==> src/hw/tfoc_pkg.sv <==
package tfoc_pkg;
   localparam int         TFOC_NUM_OUT      = 8;
   localparam int         TFOC_CLK_HZ       = 40_000_000;
   // Scan refresh interval in microseconds and its cycle count
   localparam int         TFOC_SCAN_US      = 100;
   localparam int         TFOC_SCAN_CYC     = (TFOC_SCAN_US * (TFOC_CLK_HZ / 1_000_000));
   localparam int         TFOC_SCAN_W       = 16;
   localparam int         TFOC_PWM_W        = 8;
   localparam int         TFOC_BUZ_W        = 16;
   localparam int         TFOC_DIAG_W       = 3;
   localparam logic [1:0] TFOC_MODE_DIRECT  = 2'h0;
   localparam logic [1:0] TFOC_MODE_TOGGLE  = 2'h1;
   localparam logic [1:0] TFOC_MODE_HOST    = 2'h2;
   localparam logic [1:0] TFOC_MODE_PWM     = 2'h3;
   localparam logic [1:0] TFOC_SPO_SENSOR   = 2'h0;
   localparam logic [1:0] TFOC_SPO_SHIELD   = 2'h1;
   localparam logic [1:0] TFOC_SPO_ALERT    = 2'h2;
   localparam logic [1:0] TFOC_SPO_BUZZER   = 2'h3;
   localparam int         TFOC_DIAG_CMOD    = 0;
   localparam int         TFOC_DIAG_CP      = 1;
   localparam int         TFOC_DIAG_SHORT   = 2;
   typedef enum logic [2:0] {
      TFOC_ST_DIAG   = 3'b001,
      TFOC_ST_ACTIVE = 3'b010,
      TFOC_ST_SLEEP  = 3'b100
   } tfoc_state_type;
endpackage : tfoc_pkg

==> src/hw/tfoc_top.sv <==
// Contract
// - Direct mode: output follows its sensor ON/OFF state.
// - Host mode: output follows the host-written level.
// - Toggle mode: output inverts on each new touch or proximity event.
// - PWM mode: output pulses at configured duty while sensor is ON.
// - Buzzer pin carries PWM at configured period for configured length.
// - Touch starts buzzer burst that ends by itself after its length.
// - Any new touch event raises the host alert.
// - Corrupt configuration update falls back to last valid configuration.
// - Active mode issues periodic scan strobes at refresh interval.
// - Deep sleep issues no scans until host resume command or proximity wake.
// - Proximity event with wake enabled returns sleep to Active.
// - Flanking suppression reports only the first touched button.
// - Host may disable noise immunity processing by configuration.
// - Shield and guard pins work only when configuration selects them.
// - Eight outputs, sensor n drives output n.
// - Special output pins act as sensor, shield, alert or buzzer.
// - Output pins present sensor status without I2C.
// - Power-up diagnostics record capacitor, range and short faults.
// - Reset pulse restores the whole block.
`timescale 1ns/10ps
module tfoc_top
   import tfoc_pkg::*;
(
   input  wire logic                    i_clk,
   input  wire logic                    i_ce,
   input  wire logic                    i_reset,
   input  wire logic [TFOC_NUM_OUT-1:0] i_sensor_on,
   input  wire logic [TFOC_NUM_OUT-1:0] i_sensor_is_prox,
   input  wire logic [TFOC_NUM_OUT-1:0] i_host_level,
   input  wire logic [2*TFOC_NUM_OUT-1:0] i_cfg_mode,
   input  wire logic [TFOC_PWM_W-1:0]   i_cfg_led_period,
   input  wire logic [TFOC_PWM_W-1:0]   i_cfg_led_duty,
   input  wire logic [TFOC_PWM_W-1:0]   i_cfg_buz_period,
   input  wire logic [TFOC_PWM_W-1:0]   i_cfg_buz_duty,
   input  wire logic [TFOC_BUZ_W-1:0]   i_cfg_buz_len,
   input  wire logic [1:0]              i_cfg_special_output_zero_func,
   input  wire logic [1:0]              i_cfg_special_output_one_func,
   input  wire logic                    i_cfg_guard_en,
   input  wire logic                    i_cfg_fss_en,
   input  wire logic                    i_cfg_noise_en,
   input  wire logic                    i_cfg_wake_en,
   input  wire logic                    i_cfg_update,
   input  wire logic                    i_cfg_crc_ok,
   input  wire logic                    i_cmd_sleep,
   input  wire logic                    i_cmd_resume,
   input  wire logic                    i_status_read,
   input  wire logic [TFOC_DIAG_W-1:0]  i_diag_fault,
   input  wire logic                    i_diag_done,
   output logic [TFOC_NUM_OUT-1:0]      o_led_drive_output,
   output logic                         o_special_output_zero,
   output logic                         o_special_output_zero_oe_n,
   output logic                         o_special_output_one,
   output logic                         o_special_output_one_oe_n,
   output logic                         o_driven_shield_pin,
   output logic                         o_guard_en,
   output logic                         o_noise_immunity_processing,
   output logic [TFOC_NUM_OUT-1:0]      o_status,
   output logic                         o_scan_strobe,
   output logic                         o_active,
   output logic [TFOC_DIAG_W-1:0]       o_diag_result,
   output logic                         o_diag_done,
   output logic                         o_cfg_reverted
);
   // Sensor and diagnostic levels come from the analog side, so synchronise
   wire logic [TFOC_NUM_OUT-1:0] sens_s;
   wire logic [TFOC_NUM_OUT-1:0] prox_s;
   wire logic [TFOC_DIAG_W:0]    diag_s;

   tfoc_sync #(.W(TFOC_NUM_OUT)) u_sync_sens (
      .i_clk   (i_clk),
      .i_ce    (i_ce),
      .i_reset (i_reset),
      .i_async (i_sensor_on),
      .o_sync  (sens_s)
   );

   tfoc_sync #(.W(TFOC_NUM_OUT)) u_sync_prox (
      .i_clk   (i_clk),
      .i_ce    (i_ce),
      .i_reset (i_reset),
      .i_async (i_sensor_is_prox),
      .o_sync  (prox_s)
   );

   tfoc_sync #(.W(TFOC_DIAG_W+1)) u_sync_diag (
      .i_clk   (i_clk),
      .i_ce    (i_ce),
      .i_reset (i_reset),
      .i_async ({i_diag_done, i_diag_fault}),
      .o_sync  (diag_s)
   );

   // Committed configuration: only a checked update replaces it, so a bad
   // image never reaches the outputs
   logic [2*TFOC_NUM_OUT-1:0] mode_q;
   logic [TFOC_PWM_W-1:0]     led_per_q;
   logic [TFOC_PWM_W-1:0]     led_duty_q;
   logic [TFOC_PWM_W-1:0]     buz_per_q;
   logic [TFOC_PWM_W-1:0]     buz_duty_q;
   logic [TFOC_BUZ_W-1:0]     buz_len_q;
   logic [1:0]                special_output_zero_q;
   logic [1:0]                special_output_one_q;
   logic                      guard_q;
   logic                      fss_q;
   logic                      noise_q;
   logic                      wake_q;
   logic                      reverted_q;

   always_ff @(posedge i_clk) begin
      if (i_reset) begin
         mode_q     <= '0;
         led_per_q  <= '1;
         led_duty_q <= '0;
         buz_per_q  <= '1;
         buz_duty_q <= '0;
         buz_len_q  <= '0;
         special_output_zero_q     <= TFOC_SPO_ALERT;
         special_output_one_q     <= TFOC_SPO_SENSOR;
         guard_q    <= 1'b0;
         fss_q      <= 1'b0;
         noise_q    <= 1'b1;
         wake_q     <= 1'b0;
         reverted_q <= 1'b0;
      end else if (i_ce && i_cfg_update) begin
         reverted_q <= !i_cfg_crc_ok;
         if (i_cfg_crc_ok) begin
            mode_q     <= i_cfg_mode;
            led_per_q  <= i_cfg_led_period;
            led_duty_q <= i_cfg_led_duty;
            buz_per_q  <= i_cfg_buz_period;
            buz_duty_q <= i_cfg_buz_duty;
            buz_len_q  <= i_cfg_buz_len;
            special_output_zero_q     <= i_cfg_special_output_zero_func;
            special_output_one_q     <= i_cfg_special_output_one_func;
            guard_q    <= i_cfg_guard_en;
            fss_q      <= i_cfg_fss_en;
            noise_q    <= i_cfg_noise_en;
            wake_q     <= i_cfg_wake_en;
         end
      end
   end

   // Operating state
   tfoc_state_type state_q;
   tfoc_state_type state_d;
   logic [TFOC_SCAN_W-1:0] scan_cnt_q;
   logic                   scan_q;
   logic [TFOC_DIAG_W-1:0] diag_q;
   logic                   diag_done_q;

   wire logic prox_event;
   wire logic scan_wrap = (scan_cnt_q == TFOC_SCAN_W'(TFOC_SCAN_CYC - 1));

   always_comb begin
      state_d = state_q;
      case (state_q)
         TFOC_ST_DIAG: begin
            if (diag_s[TFOC_DIAG_W]) begin
               state_d = TFOC_ST_ACTIVE;
            end
         end
         TFOC_ST_ACTIVE: begin
            if (i_cmd_sleep) begin
               state_d = TFOC_ST_SLEEP;
            end
         end
         TFOC_ST_SLEEP: begin
            if (i_cmd_resume || (wake_q && prox_event)) begin
               state_d = TFOC_ST_ACTIVE;
            end
         end
         default: state_d = TFOC_ST_DIAG;
      endcase
   end

   always_ff @(posedge i_clk) begin
      if (i_reset) begin
         state_q     <= TFOC_ST_DIAG;
         scan_cnt_q  <= '0;
         scan_q      <= 1'b0;
         diag_q      <= '0;
         diag_done_q <= 1'b0;
      end else if (i_ce) begin
         state_q <= state_d;
         // Counter restarts on each return to Active, so the first scan after
         // a wake comes one full interval later
         if (state_q == TFOC_ST_ACTIVE) begin
            scan_cnt_q <= scan_wrap ? '0 : scan_cnt_q + 1'b1;
            scan_q     <= scan_wrap;
         end else begin
            scan_cnt_q <= '0;
            scan_q     <= 1'b0;
         end
         if (state_q == TFOC_ST_DIAG && diag_s[TFOC_DIAG_W]) begin
            diag_q      <= diag_s[TFOC_DIAG_W-1:0];
            diag_done_q <= 1'b1;
         end
      end
   end

   // Flanking suppression: while the reported button is held, newcomers stay hidden
   logic [TFOC_NUM_OUT-1:0] sens_prev_q;
   logic [TFOC_NUM_OUT-1:0] rep_q;
   wire logic [TFOC_NUM_OUT-1:0] rises = sens_s & ~sens_prev_q;
   wire logic [TFOC_NUM_OUT-1:0] first_rise = rises & (~rises + 1'b1);
   wire logic [TFOC_NUM_OUT-1:0] rep_d = !fss_q ? sens_s :
                                         ((rep_q & sens_s) != '0) ? (rep_q & sens_s) :
                                         first_rise;
   logic [TFOC_NUM_OUT-1:0] rep_prev_q;
   wire logic [TFOC_NUM_OUT-1:0] new_ev = rep_q & ~rep_prev_q;
   wire logic touch_event = (new_ev & ~prox_s) != '0;
   assign prox_event = (new_ev & prox_s) != '0;

   wire logic led_pwm;
   wire logic buz_pwm;

   tfoc_pwm #(.W(TFOC_PWM_W)) u_led_pwm (
      .i_clk    (i_clk),
      .i_ce     (i_ce),
      .i_reset  (i_reset),
      .i_period (led_per_q),
      .i_duty   (led_duty_q),
      .o_wave   (led_pwm)
   );

   tfoc_pwm #(.W(TFOC_PWM_W)) u_buz_pwm (
      .i_clk    (i_clk),
      .i_ce     (i_ce),
      .i_reset  (i_reset),
      .i_period (buz_per_q),
      .i_duty   (buz_duty_q),
      .o_wave   (buz_pwm)
   );

   logic [TFOC_NUM_OUT-1:0] tog_q;
   logic [TFOC_NUM_OUT-1:0] led_q;

   // One output per sensor, sensor n steers output n
   for (genvar n = 0; n < TFOC_NUM_OUT; n++) begin : g_out
      wire logic [1:0] md = mode_q[2*n +: 2];
      wire logic led_d = (md == TFOC_MODE_DIRECT) ? rep_q[n] :
                         (md == TFOC_MODE_TOGGLE) ? tog_q[n] :
                         (md == TFOC_MODE_HOST)   ? i_host_level[n] :
                         (rep_q[n] & led_pwm);
      always_ff @(posedge i_clk) begin
         if (i_reset) begin
            tog_q[n] <= 1'b0;
            led_q[n] <= 1'b0;
         end else if (i_ce) begin
            // Reported events only, so a suppressed neighbour never flips its LED
            if (new_ev[n]) begin
               tog_q[n] <= ~tog_q[n];
            end
            led_q[n] <= led_d;
         end
      end
   end

   // Buzzer burst and host alert
   logic [TFOC_BUZ_W-1:0] buz_cnt_q;
   logic                  alert_q;
   wire logic             buz_on = (buz_cnt_q != '0);

   always_ff @(posedge i_clk) begin
      if (i_reset) begin
         sens_prev_q <= '0;
         rep_q       <= '0;
         rep_prev_q  <= '0;
         buz_cnt_q   <= '0;
         alert_q     <= 1'b0;
      end else if (i_ce) begin
         sens_prev_q <= sens_s;
         rep_q       <= rep_d;
         rep_prev_q  <= rep_q;
         // A new touch restarts the burst instead of stacking a second one
         if (touch_event) begin
            buz_cnt_q <= buz_len_q;
         end else if (buz_on) begin
            buz_cnt_q <= buz_cnt_q - 1'b1;
         end
         // A new touch event in the read cycle keeps the alert high
         if (touch_event) begin
            alert_q <= 1'b1;
         end else if (i_status_read) begin
            alert_q <= 1'b0;
         end
      end
   end

   // Special pins; shield waveform is the buzzer-free scan strobe level
   function automatic logic spo_val(input logic [1:0] f, input logic a, input logic b,
                                    input logic s);
      case (f)
         TFOC_SPO_SHIELD: spo_val = s;
         TFOC_SPO_ALERT:  spo_val = ~a; // Alert is active low, driven high while clear and low while raised
         TFOC_SPO_BUZZER: spo_val = b;
         default:         spo_val = 1'b0;
      endcase
   endfunction

   logic special_output_zero_pin_q;
   logic special_output_one_pin_q;
   logic special_output_zero_oe_n_q;
   logic special_output_one_oe_n_q;
   logic shield_q;
   wire logic buz_wave = buz_on & buz_pwm;
   wire logic shield_en = (special_output_zero_q == TFOC_SPO_SHIELD) || (special_output_one_q == TFOC_SPO_SHIELD);

   always_ff @(posedge i_clk) begin
      if (i_reset) begin
         special_output_zero_pin_q  <= 1'b0;
         special_output_one_pin_q  <= 1'b0;
         special_output_zero_oe_n_q <= 1'b1;
         special_output_one_oe_n_q <= 1'b1;
         shield_q    <= 1'b0;
      end else if (i_ce) begin
         special_output_zero_pin_q  <= spo_val(special_output_zero_q, alert_q, buz_wave, scan_q);
         special_output_one_pin_q  <= spo_val(special_output_one_q, alert_q, buz_wave, scan_q);
         special_output_zero_oe_n_q <= (special_output_zero_q == TFOC_SPO_SENSOR);
         special_output_one_oe_n_q <= (special_output_one_q == TFOC_SPO_SENSOR);
         shield_q    <= shield_en & scan_q;
      end
   end

   assign o_led_drive_output          = led_q;
   assign o_special_output_zero       = special_output_zero_pin_q;
   assign o_special_output_zero_oe_n  = special_output_zero_oe_n_q;
   assign o_special_output_one        = special_output_one_pin_q;
   assign o_special_output_one_oe_n   = special_output_one_oe_n_q;
   assign o_driven_shield_pin         = shield_q;
   assign o_guard_en                  = guard_q;
   assign o_noise_immunity_processing = noise_q;
   assign o_status                    = rep_q;
   assign o_scan_strobe               = scan_q;
   assign o_active                    = state_q[1];
   assign o_diag_result               = diag_q;
   assign o_diag_done                 = diag_done_q;
   assign o_cfg_reverted              = reverted_q;
endmodule : tfoc_top

==> src/hw/tfoc_sync.sv <==
`timescale 1ns/10ps
module tfoc_sync
   import tfoc_pkg::*;
#(
   parameter int W = 1
) (
   input  wire logic         i_clk,
   input  wire logic         i_ce,
   input  wire logic         i_reset,
   input  wire logic [W-1:0] i_async,
   output logic      [W-1:0] o_sync
);
   logic [W-1:0] meta_q;
   logic [W-1:0] sync_q;

   always_ff @(posedge i_clk) begin
      if (i_reset) begin
         meta_q <= '0;
         sync_q <= '0;
      end else if (i_ce) begin
         meta_q <= i_async;
         sync_q <= meta_q;
      end
   end

   assign o_sync = sync_q;
endmodule : tfoc_sync

==> src/hw/tfoc_pwm.sv <==
`timescale 1ns/10ps
module tfoc_pwm
   import tfoc_pkg::*;
#(
   parameter int W = 8
) (
   input  wire logic         i_clk,
   input  wire logic         i_ce,
   input  wire logic         i_reset,
   input  wire logic [W-1:0] i_period,
   input  wire logic [W-1:0] i_duty,
   output logic              o_wave
);
   logic [W-1:0] cnt_q;
   logic         wave_q;
   wire  logic   wrap = (cnt_q >= i_period);

   // Duty above period saturates high; duty zero keeps the output off
   always_ff @(posedge i_clk) begin
      if (i_reset) begin
         cnt_q  <= '0;
         wave_q <= 1'b0;
      end else if (i_ce) begin
         cnt_q  <= wrap ? '0 : cnt_q + 1'b1;
         wave_q <= (cnt_q < i_duty);
      end
   end

   assign o_wave = wave_q;
endmodule : tfoc_pwm

==> config.mk <==
export PLATFORM = sky130hd
export DESIGN_NAME = tfoc_top
export DESIGN_NICKNAME = d
export VERILOG_FILES = /design/src/hw/tfoc_pkg.sv /design/src/hw/tfoc_top.sv /design/src/hw/tfoc_sync.sv /design/src/hw/tfoc_pwm.sv
export SDC_FILE = /design/constraint.sdc
export NUM_CORES = 1
export LEC_CHECK = 0
export ABC_CLOCK_PERIOD_IN_PS = 3470
export BUFFER_PORTS_ARGS = -buffer_cell sky130_fd_sc_hd__buf_4
export CAP_MARGIN = 15
export CORE_MARGIN = 2
export CORE_UTILIZATION = 45
export CTS_BUF_LIST = sky130_fd_sc_hd__clkbuf_8
export DETAILED_ROUTE_END_ITERATION = 6
export GPL_ROUTABILITY_DRIVEN = 0
export SYNTH_ARGS = -nofsm -noshare
export SYNTH_HDL_FRONTEND = slang
export SYNTH_HIERARCHICAL = 1
export SYNTH_SLANG_ARGS = --single-unit
==> constraint.sdc <==
create_clock -name i_clk -period 3.47 [get_ports i_clk]
set_input_delay 0.8675 -clock i_clk [delete_from_list [all_inputs] [get_ports i_clk]]
set_output_delay 0.8675 -clock i_clk [all_outputs]
set_load 0.02 [all_outputs]
==> key figures <==
Cells and area
  – Fill cells: 2,099
  – Fin util: 54.36%
  – Layout Nets: 1,424
  – Area Growth Syn to Fin: 18.65%
  – Diodes inserted: 0
  – Share of layout cells above drive strength 1: 17.32%

Yosys
  – Ys async rst share: 0%
  – Register area share after synthesis: 43.45%
  – Syn Inst Count: 1,160
  – Mean post-synth cell area: 8.619 sq um
  – Post-synth EDFFs: 0
  – Prevailing post-synth register cell: dfxtp_1
  – Yosys top cell by area: dfxtp_1
  – Ranking of synthesized cells by area: dfxtp_1 (43%), nand2_1 (7.7%), mux2i_1 (6.7%)
  – Yosys cell types: 70
  – Warnings, synthesis: 6
  – Mapped Nets: 1,303
  – Area of the mapped netlist: 9998 sq um
  – Yosys reg bits: 217
  – Synth top area share: 43.45%
  – Commonest cells post-synth: dfxtp_1 (217), nand2_1 (204), nor2_1 (108)
  – Top-count cell post-synth: dfxtp_1

Worst setup path
  – Worst setup EP type: flip-flop
  – CP max-delay cell: nand4b_1
  – Worst endpoint data arrival time: 2680 ps
  – Worst reg2reg setup slack: 1170 ps
  – Critical path required time: 3850 ps
  – Crit Path Class: flip-flop to flip-flop
  – Worst stage delay on the critical path: 430 ps
  – Critical Path Fanout Max: 9
  – Element type at the critical path start: flip-flop
  – Cells along the critical path: inv_1 -> ha_1 -> nor4b_2 -> nand4_1 -> nand4b_1 -> mux2_2 -> o221ai_1

Global route
  – Initial antenna violation count: 0
  – Vias in the first global route: 7,967
  – Overflow after GRT: 0
  – First-pass GRT wire length: 39,990 microns
  – Largest net degree at the start of global routing: 115
  – All-Layer GR Usage: 20.39%

Timing
  – Period minus WS final: 2304 ps
  – Rel. slew slack: 48.41%
  – Final Hold Violating Endpoints: 0
  – Max-slew violation total from the final report: 0
  – Worst slew pin tran: 768.7 ps
  – RSZ-0062 raised after global routing: false
  – Crit share post-route: 66.40%
  – PnR worst setup slack: 1166 ps
  – Total negative slack: 0 ps
  – Fmax: 434.0 MHz
  – Layout Skew: 8.793 ps
  – Hold slack: 450.8 ps
  – Setup Viol. Count Final: 0

Clock network
  – TritonCTS clock tree: done
  – Num CTS Buffers: 37
  – Skew-Pair Late Insertion Delay: 520 ps
  – Setup Fix Bufs, Post-CTS: 0
  – Post-CTS Hold Fix Bufs: 0
  – Clock sinks: 217
  – H-tree Lvls: 2
  – Post-cts sizing count: 0
  – Worst-path clk slew: 60 ps
  – Root Driver: clkbuf_8
  – CTS Buffer Depth: 3

Die
  – Site Rows: 54
  – Die W: 153.1 microns
  – Core area: 21,820 sq um
  – Initial Utilization: 45.81%
  – DIE HEIGHT: 153.1 microns
  – IO Count: 138
  – Die ar.: 23,430 sq um

Routing
  – WL/cell: 15.33 microns
  – 1st-iter DRT viols: 342
  – Via density per instance: 5.278
  – Vias post-DR: 8,365
  – Remaining DRCs: 0
  – Drt pass-1 iters: 5
  – Final WL: 24,290 microns
  – DRT antenna net count: 0

Placed design
  – Pre-CTS WS: 746.5 ps
  – DP HPWL: 16,470 microns
  – Port Buffer Count: 137

Min path
  – Hold Crit Class: flip-flop to flip-flop

Pwr
  – Cell internal pwr: 4373 uW
  – Sequential power share: 45.0%
  – Lkg Pwr: 0.005113 uW
  – Design Power: 6320 uW
  – Power share of the clock group: 33.6%
  – Cell area power density: 532.7 nW/um^2
  – NetSw: 1947 uW
  – Sw frac: 30.81%
  – Comb power frac: 21.4%
  – Peak VDD IR: 293.6 uV

Flow run
  – Max Cap Viol: 0

Run status
  – Outcome: finished, final reports clean
[critical path, delay by kind of cell (launching register included)]
| kind | cells | cell delay [ps] |
|---|---|---|
| compound gates | 1 | 110 |
| mux | 1 | 240 |
| flops | 1 | 310 |
| buf+inv | 1 | 150 |
| simple gates | 3 | 1180 |
| fa+ha+maj | 1 | 170 |
[cell type report]
type | instances | area (sq um) | share of cell area, %
Multi-Input combinational cell | 837 | 5171 | 43.59
Sequential cell | 217 | 4344 | 36.62
Timing Repair Buffer | 147 | 1161 | 9.788
Clock buffer | 43 | 591.8 | 4.989
Tap cell | 280 | 350.3 | 2.953
Inverter | 41 | 153.9 | 1.297
Clock inverter | 20 | 90.09 | 0.7594
[power groups by stage]
| stage | combinational, uW | sequential [uW] | clock [uW] |
|---|---|---|---|
| after detailed placement | 1340 | 2890 | 0 |
| after global placement | 1320 | 2890 | 0 |
| after global routing | 1510 | 2870 | 2300 |
| after floorplan | 948 | 2860 | 0 |
| final | 1350 | 2840 | 2130 |
| after CTS | 1340 | 2840 | 2190 |
[per-layer routing]
layer	up-vias	global-route usage (%)	wire [microns]
met1	3872	27.92	11610
met5	-	0	0
met4	0	6.041	436
met3	33	5.103	1392
met2	177	31.89	10850
li1	4283	-	-
[flip-flops by register name (all words and copies together) (netlist names), 4 cells and up]
signal,count
u_buz_pwm/cnt_q,8
buz_len_q,16
mode_q,16
u_sync_prox/o_sync,8
u_sync_diag/meta_q,4
u_sync_diag/o_sync,4
rep_prev_q,8
scan_cnt_q,16
tog_q,8
led_duty_q,8
buz_duty_q,8
u_sync_prox/meta_q,8
buz_cnt_q,16
u_sync_sens/o_sync,8
u_led_pwm/cnt_q,8
led_per_q,8
o_led_drive_output,8
buz_per_q,8
u_sync_sens/meta_q,8
sens_prev_q,8
o_status,8
[layout by cell type (no fill, tap or decap), drive strengths merged, types with 10 or more instances in the layout]
cell	n
nor3	38
o21ai	24
nand3b	21
and3	11
xor2	21
nor3b	14
buf	147
or3	12
a21oi	87
nor2	108
xnor2	12
mux2i	67
nand4	12
dfxtp	217
nand3	42
clkbuf	43
inv	58
ha	35
nor2b	10
nand2	205
[through the flow]
| stage | cell area [sq um] | std cells |
|---|---|---|
| global route | 11860 | 1585 |
| floorplan | 9998 | 1160 |
| CTS | 11860 | 1585 |
| finish | 11860 | 1585 |
| global placement | 11180 | 1522 |
| detailed placement | 11180 | 1522 |
[cells by family (layout without fill, tap and decap cells)]
| logic type | Yosys count | after routing | share of synthesized area, % |
|---|---|---|---|
| and+or+nand+nor | 508 | 508 | 24.60 |
| DFF | 217 | 217 | 43.45 |
| AOI/OAI and AO/OA | 189 | 189 | 12.06 |
| buffers and inverters | 106 | 251 | 4.893 |
| muxes | 72 | 72 | 7.721 |
| adders and majority gates | 35 | 35 | 4.380 |
| xor gates and xnor gates | 33 | 33 | 2.891 |
[final timing paths]
kind	end	depth (start not counted)	start
worst max-delay path	buz_cnt_q[6]	7	buz_cnt_q[0]
worst min-delay path	led_duty_q[0]	2	led_duty_q[0]
worst max register to register	buz_cnt_q[6]	7	buz_cnt_q[0]
worst min register to register	led_duty_q[0]	2	led_duty_q[0]
No activity file was read; power rests on OpenSTA's default activity.
